==> config.mk <==
export PLATFORM = sky130hd
export DESIGN_NAME = irq_enable_top
export DESIGN_NICKNAME = d
export VERILOG_FILES = /design/src/hdl/irq_enable_pkg.sv /design/src/hdl/irq_path_if.sv /design/src/hdl/irq_enable_top.sv /design/src/hdl/enable_gate.sv /design/src/hdl/sticky_status.sv
export SDC_FILE = /design/constraint.sdc
export NUM_CORES = 1
export LEC_CHECK = 0
export BUFFER_PORTS_ARGS = -buffer_cell sky130_fd_sc_hd__buf_2
export CAP_MARGIN = 20
export CORE_ASPECT_RATIO = 0.9
export CORE_MARGIN = 3
export CORE_UTILIZATION = 54
export DETAILED_ROUTE_END_ITERATION = 16
export PLACE_DENSITY = 0.83
export SETUP_SLACK_MARGIN = 0.02
export SLEW_MARGIN = 10
export SYNTH_ARGS = -nofsm -noshare
export SYNTH_HDL_FRONTEND = slang
export SYNTH_SLANG_ARGS = --single-unit
==> constraint.sdc <==
create_clock -name clk_sys -period 3.02 [get_ports clk_sys]
set_input_delay 0 -clock clk_sys [delete_from_list [all_inputs] [get_ports clk_sys]]
set_output_delay 0 -clock clk_sys [all_outputs]
set_load 0.01 [all_outputs]
==> src/hdl/irq_enable_pkg.sv <==
// Shared offsets, bit positions, reset values and source indices.
package irq_enable_pkg;

    localparam int DATA_W    = 16;
    localparam int ADDR_W    = 4;
    localparam int SRC_COUNT = 8;

    // Register offsets on the plain register port.
    localparam logic [ADDR_W-1:0] OFF_ENABLE0 = 4'h0;
    localparam logic [ADDR_W-1:0] OFF_ENABLE1 = 4'h2;
    localparam logic [ADDR_W-1:0] OFF_STATUS  = 4'h4;
    localparam logic [ADDR_W-1:0] OFF_MASK    = 4'h6;

    // Field positions inside interrupt_enable_word_0.
    localparam int W0_EXT0_BIT = 0;
    localparam int W0_CAP1_BIT = 1;

    // Field positions inside interrupt_enable_word_1.
    localparam int W1_TWS_BIT    = 0;
    localparam int W1_TWM_BIT    = 1;
    localparam int W1_CMP1_BIT   = 2;
    localparam int W1_PINCHG_BIT = 3;
    localparam int W1_EXT1_BIT   = 4;
    localparam int W1_EXT2_BIT   = 13;

    // Bits that hold state; every other bit reads as zero.
    localparam logic [DATA_W-1:0] ENABLE0_IMPL = 16'h0003;
    localparam logic [DATA_W-1:0] ENABLE1_IMPL = 16'h201f;
    localparam logic [DATA_W-1:0] ENABLE_RESET = 16'h0000;

    // Source order used by request pins, status and mask registers.
    localparam int SRC_EXT0   = 0;
    localparam int SRC_CAP1   = 1;
    localparam int SRC_TWS    = 2;
    localparam int SRC_TWM    = 3;
    localparam int SRC_CMP1   = 4;
    localparam int SRC_PINCHG = 5;
    localparam int SRC_EXT1   = 6;
    localparam int SRC_EXT2   = 7;

    localparam logic [SRC_COUNT-1:0] STATUS_RESET = 8'h00;
    localparam logic [SRC_COUNT-1:0] MASK_RESET   = 8'h00;

endpackage

==> src/hdl/irq_path_if.sv <==
// Carrier between the gating stage, the status store and the top.
`timescale 1ns/100ps
interface irq_path_if #(parameter int N = 8);
    logic [N-1:0] gated;
    logic [N-1:0] rise;
    logic [N-1:0] status;
    logic [N-1:0] clr;

    modport gate_mp (output gated, output rise);
    modport stat_mp (input rise, input clr, output status);
    modport top_mp  (input gated, input rise, input status, output clr);
endinterface

==> src/hdl/irq_enable_top.sv <==
// Interrupt enable words, request gating, status and summary interrupt.
//
// The register offsets and strobed register access were left to the implementer.
`timescale 1ns/100ps
// How it works
// - Word 0 bit 1 gates capture 1.
// - Word 0 bit 0 gates external pin 0.
// - Word 1 bit 4 gates external pin 1.
// - Word 1 bit 3 gates pin change.
// - Word 1 bit 1 gates two-wire master.
module irq_enable_top
    import irq_enable_pkg::*;
(
    input  wire logic                 clk_sys,
    input  wire logic                 reset,
    input  wire logic [ADDR_W-1:0]    reg_addr,
    input  wire logic [DATA_W-1:0]    reg_wdata,
    input  wire logic                 reg_wr,
    input  wire logic                 reg_rd,
    output logic      [DATA_W-1:0]    reg_rdata,
    input  wire logic [SRC_COUNT-1:0] irq_req_in,
    output logic      [SRC_COUNT-1:0] irq_req_out,
    output logic                      irq
);
    function automatic logic hit(input logic [ADDR_W-1:0] a,
                                 input logic [ADDR_W-1:0] off);
        hit = (a == off);
    endfunction

    logic [DATA_W-1:0]    word0_r;
    logic [DATA_W-1:0]    word1_r;
    logic [SRC_COUNT-1:0] mask_r;
    logic [DATA_W-1:0]    rdata_r;
    logic [DATA_W-1:0]    rdata_nxt;
    logic [SRC_COUNT-1:0] enable;
    logic                 wr_w0;
    logic                 wr_w1;
    logic                 wr_mask;
    logic                 rd_status;

    irq_path_if #(.N(SRC_COUNT)) path ();

    assign wr_w0     = reg_wr && hit(reg_addr, OFF_ENABLE0);
    assign wr_w1     = reg_wr && hit(reg_addr, OFF_ENABLE1);
    assign wr_mask   = reg_wr && hit(reg_addr, OFF_MASK);
    assign rd_status = reg_rd && hit(reg_addr, OFF_STATUS);

    // Only the status bits actually returned by the read are cleared.
    assign path.clr = rd_status ? path.status : STATUS_RESET;

    // Enable fields routed to each source position.
    assign enable[SRC_CAP1]   = word0_r[W0_CAP1_BIT];
    assign enable[SRC_EXT0]   = word0_r[W0_EXT0_BIT];
    assign enable[SRC_EXT1]   = word1_r[W1_EXT1_BIT];
    assign enable[SRC_PINCHG] = word1_r[W1_PINCHG_BIT];
    assign enable[SRC_TWM]    = word1_r[W1_TWM_BIT];
    assign enable[SRC_EXT2]   = word1_r[W1_EXT2_BIT];
    assign enable[SRC_CMP1]   = word1_r[W1_CMP1_BIT];
    assign enable[SRC_TWS]    = word1_r[W1_TWS_BIT];

    // Unimplemented positions never hold state, so they read zero.
    always_ff @(posedge clk_sys) begin
        if (reset) begin
            word0_r <= ENABLE_RESET;
            word1_r <= ENABLE_RESET;
            mask_r  <= MASK_RESET;
        end else begin
            if (wr_w0) begin
                word0_r <= reg_wdata & ENABLE0_IMPL;
            end
            if (wr_w1) begin
                word1_r <= reg_wdata & ENABLE1_IMPL;
            end
            if (wr_mask) begin
                mask_r <= reg_wdata[SRC_COUNT-1:0];
            end
        end
    end

    assign rdata_nxt =
        !reg_rd                        ? ENABLE_RESET :
        hit(reg_addr, OFF_ENABLE0)     ? word0_r :
        hit(reg_addr, OFF_ENABLE1)     ? word1_r :
        hit(reg_addr, OFF_STATUS)      ?
            {{(DATA_W-SRC_COUNT){1'b0}}, path.status} :
        hit(reg_addr, OFF_MASK)        ?
            {{(DATA_W-SRC_COUNT){1'b0}}, mask_r} :
        ENABLE_RESET;

    // Read data stand only in the cycle after the strobe.
    always_ff @(posedge clk_sys) begin
        if (reset) begin
            rdata_r <= ENABLE_RESET;
        end else begin
            rdata_r <= rdata_nxt;
        end
    end

    assign reg_rdata = rdata_r;

    enable_gate #(.N(SRC_COUNT)) u_gate (
        .clk_sys (clk_sys),
        .reset   (reset),
        .req_in  (irq_req_in),
        .enable  (enable),
        .path    (path.gate_mp)
    );

    sticky_status #(.N(SRC_COUNT)) u_status (
        .clk_sys (clk_sys),
        .reset   (reset),
        .path    (path.stat_mp)
    );

    assign irq_req_out = path.gated;
    assign irq         = |(path.status & mask_r);
endmodule

==> src/hdl/enable_gate.sv <==
// Per-source request gating with rising-edge event detection.
`timescale 1ns/100ps
module enable_gate
    import irq_enable_pkg::*;
#(
    parameter int N = SRC_COUNT
) (
    input  wire logic         clk_sys,
    input  wire logic         reset,
    input  wire logic [N-1:0] req_in,
    input  wire logic [N-1:0] enable,
    irq_path_if.gate_mp       path
);
    logic [N-1:0] pass;
    logic [N-1:0] gated_r;
    logic [N-1:0] prev_r;

    genvar i;
    generate
        for (i = 0; i < N; i++) begin : g_src
            assign pass[i] = req_in[i] & enable[i];
        end
    endgenerate

    always_ff @(posedge clk_sys) begin
        if (reset) begin
            gated_r <= STATUS_RESET[N-1:0];
            prev_r  <= STATUS_RESET[N-1:0];
        end else begin
            gated_r <= pass;
            prev_r  <= gated_r;
        end
    end

    // A request held high counts as one event, not one per cycle.
    assign path.gated = gated_r;
    assign path.rise  = gated_r & ~prev_r;
endmodule

==> src/hdl/sticky_status.sv <==
// Sticky event status bits cleared by a status read.
`timescale 1ns/100ps
module sticky_status
    import irq_enable_pkg::*;
#(
    parameter int N = SRC_COUNT
) (
    input  wire logic   clk_sys,
    input  wire logic   reset,
    irq_path_if.stat_mp path
);
    logic [N-1:0] status_r;
    logic [N-1:0] status_nxt;

    // A new event in the clearing cycle survives: set wins over clear.
    assign status_nxt = (status_r & ~path.clr) | path.rise;

    always_ff @(posedge clk_sys) begin
        if (reset) begin
            status_r <= STATUS_RESET[N-1:0];
        end else begin
            status_r <= status_nxt;
        end
    end

    assign path.status = status_r;
endmodule

==> impl_metrics.csv, run 1 <==
group,metric,value,unit
place,place_congestion,0.7913,
floorplanning,ios,57,
clock_network,clk_path_buf_depth,2,
routing,num_vias,1559,
timing,rsz0062_at_grt,"false",
finish,final_area,2359,sq um
floorplanning,die_w,68.02,microns
timing,slew_viol_final,0,
floorplanning,dieArea,4205,sq um
finish,syn_to_final_growth,26.17,%
timing,worst_slack,1796,ps
timing,finClkSkew,11.61,ps
critical_path,max_stage_delay,670,ps
logic_synthesis,post-synth-top-area-cell,"dfxtp_1",
logic_synthesis,ys_warn_count,0,
timing,worst_pin_slew,821.8,ps
clock_network,htree_levels,2,
critical_path,worstRegToRegCells,3,
timing,finalCritPeriodShare,0.4053,
timing,period_minus_slack,1224,ps
place,hpwl,2778,microns
place,place_ws,1383,ps
clock_network,cts_inserted_buffers,5,
grt,overflow,0,
critical_path,critPathMaxFanout,17,
place,placed_cell_area,2046,sq um
clock_network,clock_latency,310,ps
critical_path,crit_start,"reg_addr[1]",
timing,fmax,816.9,MHz
finish,drive_gt1_frac,0.2245,
routing,wl,4201,microns
floorplanning,placementRows,19,
power,power.density,547.1,nW/um^2
routing,drc,0,
routing,routedWlPerCell,14.64,microns
routing,drtIter0Drc,106,
logic_synthesis,syn_inst,190,
grt,antenna_found_initial,0,
grt,track_usage,0.2229,
place,io_buffers,42,
critical_path,start_kind,"input pin",
worst_hold_path,min_path_cells,3,
grt,grt_max_degree,36,
worst_hold_path,hp-class,"in -> reg",
timing,setup_viol,0,
worst_hold_path,hp-start,"reg_addr[0]",
power,p_leak,0.9999,nW
critical_path,crit_buf_inv,1,
finish,finalNetCount,276,
critical_path,worstPathArrival,1470,ps
logic_synthesis,yosysTopAreaCellShare,0.5248,
finish,n_antenna_cell,0,
clock_network,cts-root-buf,"clkbuf_8",
clock_network,clock_sinks,49,
clock_network,cts_tree,"yes",
logic_synthesis,ys_types,32,
floorplanning,die_height,61.82,microns
critical_path,crit_slowest_cell,"or4b_1",
critical_path,cp-endpoint,"reg_rdata[4]$_SDFF_PP0_",
grt,grt_pass1_vias,1513,
critical_path,path_cells,"buf_2 -> or4b_1 -> nor3b_4 -> o2bb2ai_1",
floorplanning,start_util,0.5868,
logic_synthesis,syn_area_per_cell,9.838,sq um
logic_synthesis,yosysSeqAreaShare,0.5248,
run_status,outcome,"finished clean",
critical_path,timing.rr.end,"reg_rdata[0]$_SDFF_PP0_",
power,power,1.290,mW
logic_synthesis,synth_seq_cells,49,
critical_path,required,3260,ps
power,peakVddDrop,0.0004019,V
finish,final_core_util,0.7404,
critical_path,worstSetupPathType,"in -> reg",
critical_path,r2r_slack,2160,ps
routing,firstDrtPassIters,4,
routing,viasPerCell,5.432,
critical_path,cp_top_family,"simple AND/OR/NAND/NOR gates",
timing,maxSlewHeadroom,0.4521,
logic_synthesis,netlist_top_cells_area,"dfxtp_1, a21oi_1, nand3_1, o21ai_0, a22o_1",
job,maxCapViolations,0,
critical_path,worstReg2RegStart,"u_status.path.status[0]$_SDFF_PP0_",
floorplanning,core,3186,sq um
routing,ant_nets,0,
grt,grt_pass1_wl,6872,microns
critical_path,cp-end-kind,"flip-flop",
timing,fin_tns_setup,0,ps
critical_path,path_depth,4,
timing,hold_violations,0,
clock_network,clk_pin_slew,90,ps
logic_synthesis,syn-cell-area,1869,sq um
[how the worst min path moves through the flow]
stage	slack (ps)	endpoint
3_3_place_gp	240	u_gate.path.gated[5]$_SDFF_PP0_
5_1_grt	100	reg_rdata[0]$_SDFF_PP0_
3_5_place_dp	240	u_gate.path.gated[5]$_SDFF_PP0_
6_report	80	reg_rdata[1]$_SDFF_PP0_
2_1_floorplan	80	u_gate.prev_r[4]$_SDFF_PP0_
4_1_cts	70	reg_rdata[1]$_SDFF_PP0_
[kinds of logic (layout without fill, tap and decap cells)]
logic type      count (synthesis)  count (layout)  share of synthesized area
buf+inv                        29              78                    0.07831
simple gates                   51              51                     0.1841
compound gates                 54              54                     0.1787
flops                          49              49                     0.5248
mux                             6               6                    0.03213
other cells                     1               7                   0.002006
[through the flow]
step,hold WS (ps),cells
finish,75.85,287
detailed placement,238.2,261
CTS,65.00,286
global route,95.23,287
floorplan,83.20,196
global placement,236.5,261
[Yosys cell counts]
cell and n:
o2bb2ai_1 3, o221ai_1 2, buf_4 7, and2_1 1, o21ai_0 16, nor4b_1 2
inv_1 10, and3b_1 8, mux2i_1 6, a21o_1 2, or4_2 1, nor4_1 1
nand2_1 3, buf_2 3, buf_1 1, a21oi_1 19, a22o_1 8, conb_1 1
a22oi_1 4, nand4_1 1, or2_1 1, buf_6 1, dfxtp_1 49, clkbuf_1 7
nor2_1 4, nand4bb_1 1, or4b_4 1, and4bb_2 1, or4b_1 1, nor3b_4 1
nor2b_1 8, nand3_1 16
[what timing repair did]
item | CTS | global route
setup buffers | 0 | 0
gates resized for setup | 0 | 0
hold buffers | 17 | 0
endpoints found under the hold margin | 24 | 0
[layout make-up]
| type | instances | area (sq um) |
|---|---|---|
| clock buffers | 5 | 68.82 |
| multi-input cells | 118 | 764.5 |
| inverters | 10 | 37.54 |
| flip-flops and latches | 49 | 980.9 |
| clock inverters | 3 | 68.82 |
| repair buffers | 60 | 385.4 |
| well taps | 42 | 52.55 |
| fillers | 231 | 827.0 |
[where the power goes]
group	switching [mW]	leakage [nW]	internal (mW)
Clock	0.220	0.0687	0.333
Sequential	0.00277	0.395	0.650
Combinational	0.0461	0.536	0.0384
Total	0.269	1.00	1.02
[state kept, by name, indices dropped and copies added (netlist names)]
name and cells:
reg_rdata 9, mask_r 8, u_gate.path.gated 8, u_gate.prev_r 8, u_status.path.status 8, word1_r 6, word0_r 2
[per-layer routing]
layer,GRT usage,part of all wire,vias to the layer above
met2,0.3599,0.47,59
met1,0.2970,0.45,727
li1,-,-,768
met4,0.07082,0.014,0
met5,0,0,-
met3,0.05396,0.065,5
[worst register-to-register path: cells and delay by family, from the launching register on]
family | cells | cell delay (ps)
compound gates | 3 | 410
flops | 1 | 380
[cells in the final DEF (no fill, tap or decap), types with 2 or more instances in the layout]
cell           instances
nor4b_1                2
mux2i_1                6
bufinv_16              2
clkbuf_8               5
nor2_1                 4
a21oi_1               19
nand3_1               16
conb_1                 7
buf_2                 42
nand2_1                3
o221ai_1               2
inv_1                 10
and3b_1                8
dlygate4sd3_1         17
dfxtp_1               49
o21ai_0               16
nor2b_1                8
o2bb2ai_1              3
a21o_1                 2
a22oi_1                4
a22o_1                 8
Power figures use the tool's default switching activity.
==> run 2: changes to the inputs <==
--- a/config.mk
+++ b/config.mk
@@ -9,9 +9,9 @@
 export CAP_MARGIN = 20
 export CORE_ASPECT_RATIO = 0.9
 export CORE_MARGIN = 3
-export CORE_UTILIZATION = 54
+export CORE_UTILIZATION = 45
 export DETAILED_ROUTE_END_ITERATION = 16
-export PLACE_DENSITY = 0.83
+export PLACE_DENSITY = 0.74
 export SETUP_SLACK_MARGIN = 0.02
 export SLEW_MARGIN = 10
 export SYNTH_ARGS = -nofsm -noshare
==> constraint.sdc (replaced) <==
create_clock -name clk_sys -period 1 [get_ports clk_sys]
set_input_delay 0 -clock clk_sys [delete_from_list [all_inputs] [get_ports clk_sys]]
set_output_delay 0 -clock clk_sys [all_outputs]
set_load 0.01 [all_outputs]
==> impl_metrics.csv, run 2 (same netlist as run 1, synthesis figures left out) <==
group,metric,value,unit
grt,track_usage,0.1935,
timing,finClkSkew,5.101,ps
timing,hold_violations,0,
routing,ant_nets,0,
floorplanning,die_height,67.15,microns
place,placed_cells,280,
critical_path,start_kind,"flip-flop",
floorplanning,core,3862,sq um
floorplanning,dieArea,4964,sq um
place,placed_cell_area,2173,sq um
grt,antenna_found_initial,0,
grt,overflow,0,
finish,final_common_cell,"dfxtp_1",
place,place_congestion,0.7864,
critical_path,crit_buf_inv,1,
power,power,3.427,mW
timing,finalCritPeriodShare,1.106,
critical_path,max_stage_delay,340,ps
clock_network,clock_sinks,49,
routing,num_vias,1624,
critical_path,worstSetupPathType,"reg -> out",
clock_network,clk_path_buf_depth,2,
finish,drive_gt1_frac,0.3118,
critical_path,cp_top_family,"flip-flops",
clock_network,htree_levels,2,
timing,setup_viol,1,
routing,drc,0,
power,seqPwrFrac,0.575,
timing,slew_viol_final,0,
grt,grt_max_degree,22,
grt,grt_pass1_vias,1547,
power,switching_share,0.2227,
critical_path,worstPathArrival,1110,ps
clock_network,cts_tree,"yes",
timing,fmax,904.5,MHz
place,io_buffers,42,
routing,routedWlPerCell,14.41,microns
finish,syn_to_final_growth,33.13,%
critical_path,path_cells,"a22oi_1 -> nand4_1 -> buf_2",
critical_path,critPathMaxFanout,2,
job,maxCapViolations,0,
floorplanning,ios,57,
power,combPwrFrac,0.088,
power,power.density,1377,nW/um^2
routing,firstDrtPassIters,4,
routing,viasPerCell,5.256,
worst_hold_path,hp-class,"in -> reg",
timing,worst_slack,-105.6,ps
floorplanning,start_util,0.4840,
timing,period_minus_slack,1106,ps
grt,grt_pass1_wl,7107,microns
finish,n_antenna_cell,0,
run_status,outcome,"finished with violations",
power,internal_power,2.664,mW
power,p_leak,1.075,nW
finish,mostFrequentLayoutCells,"dfxtp_1, buf_2, buf_4",
critical_path,crit_slowest_cell,"dfxtp_2",
clock_network,clk_pin_slew,80,ps
power,power_switching,0.7631,mW
critical_path,cp-end-kind,"primary output",
floorplanning,placementRows,21,
clock_network,cts-root-buf,"clkbuf_8",
critical_path,required,1000,ps
clock_network,clock_latency,300,ps
run_status,failed_checks,"negative setup slack",
place,hpwl,3075,microns
routing,wl,4454,microns
floorplanning,die_w,73.94,microns
finish,fillerInstances,333,
finish,largest_register_ff_count,9,
finish,finalNetCount,295,
finish,final_area,2489,sq um
power,peakVddDrop,0.0007259,V
timing,rsz0062_at_grt,"true",
clock_network,cts_inserted_buffers,5,
finish,instances_no_fill,309,
power,clkPwrFrac,0.337,
routing,drtIter0Drc,153,
==> run 2: worst paths after layout <==
kind	start	to	slack (ps)	depth (start not counted)
worst min register to register	u_gate.prev_r[5]$_SDFF_PP0_	u_status.path.status[5]$_SDFF_PP0_	470	2
worst max register to register	u_status.path.status[1]$_SDFF_PP0_	reg_rdata[1]$_SDFF_PP0_	100	4
worst max-delay path	u_status.path.status[2]$_SDFF_PP0_	irq	-110	3
worst min-delay path	reset	mask_r[5]$_SDFFE_PP0P_	70	3
==> run 2: power by group through the flow <==
stage,logic (mW),clock network [mW],registers [mW]
3_3_place_gp,0.242,0,2.02
6_report,0.302,1.15,1.97
4_1_cts,0.298,1.18,1.97
2_1_floorplan,0.148,0,2.01
3_5_place_dp,0.244,0,2.02
5_1_grt,0.330,1.25,1.97
==> run 2: per-layer routing <==
layer	routed length (microns)	track usage	up-vias
met4	78	0.07240	0
li1	-	-	805
met1	2009	0.2431	753
met3	303	0.05506	4
met2	2063	0.3153	62
met5	0	0	-
==> run 2: worst reg2reg max path, cell delays in order (launching register included) <==
cell and delay, ps:
dfxtp_2 340, buf_4 140, a21o_1 170, o221ai_1 70, a21oi_1 80
==> run 2: cell type report <==
cell class / count / area, sq um / share of cell area
inverters: 10 / 37.54 / 0.01508
clock buffers: 7 / 86.33 / 0.03469
multi-input cells: 118 / 789.5 / 0.3172
repair buffers: 79 / 530.5 / 0.2132
flip-flops and latches: 49 / 987.2 / 0.3967
well taps: 46 / 57.56 / 0.02313
==> run 2: per-stage QoR <==
step             util  hold slack (ps)  TNS (ps)  setup slack, ps
2_1_floorplan       -            83.20    -528.8           -80.89
3_3_place_gp   0.5627            235.2     -2971           -191.5
3_5_place_dp   0.5627            241.1     -3656           -219.6
4_1_cts        0.6430            69.10    -113.2           -113.2
5_1_grt        0.6443            81.19    -157.0           -157.0
6_report       0.6443            72.51    -105.6           -105.6
==> run 2: what timing repair did <==
action,in CTS,in global routing
setup endpoints to repair,1,1
setup buffers,5,0
resized for setup,7,1
hold buffers,17,0
pin swaps,3,1
endpoints found under the hold margin,24,0
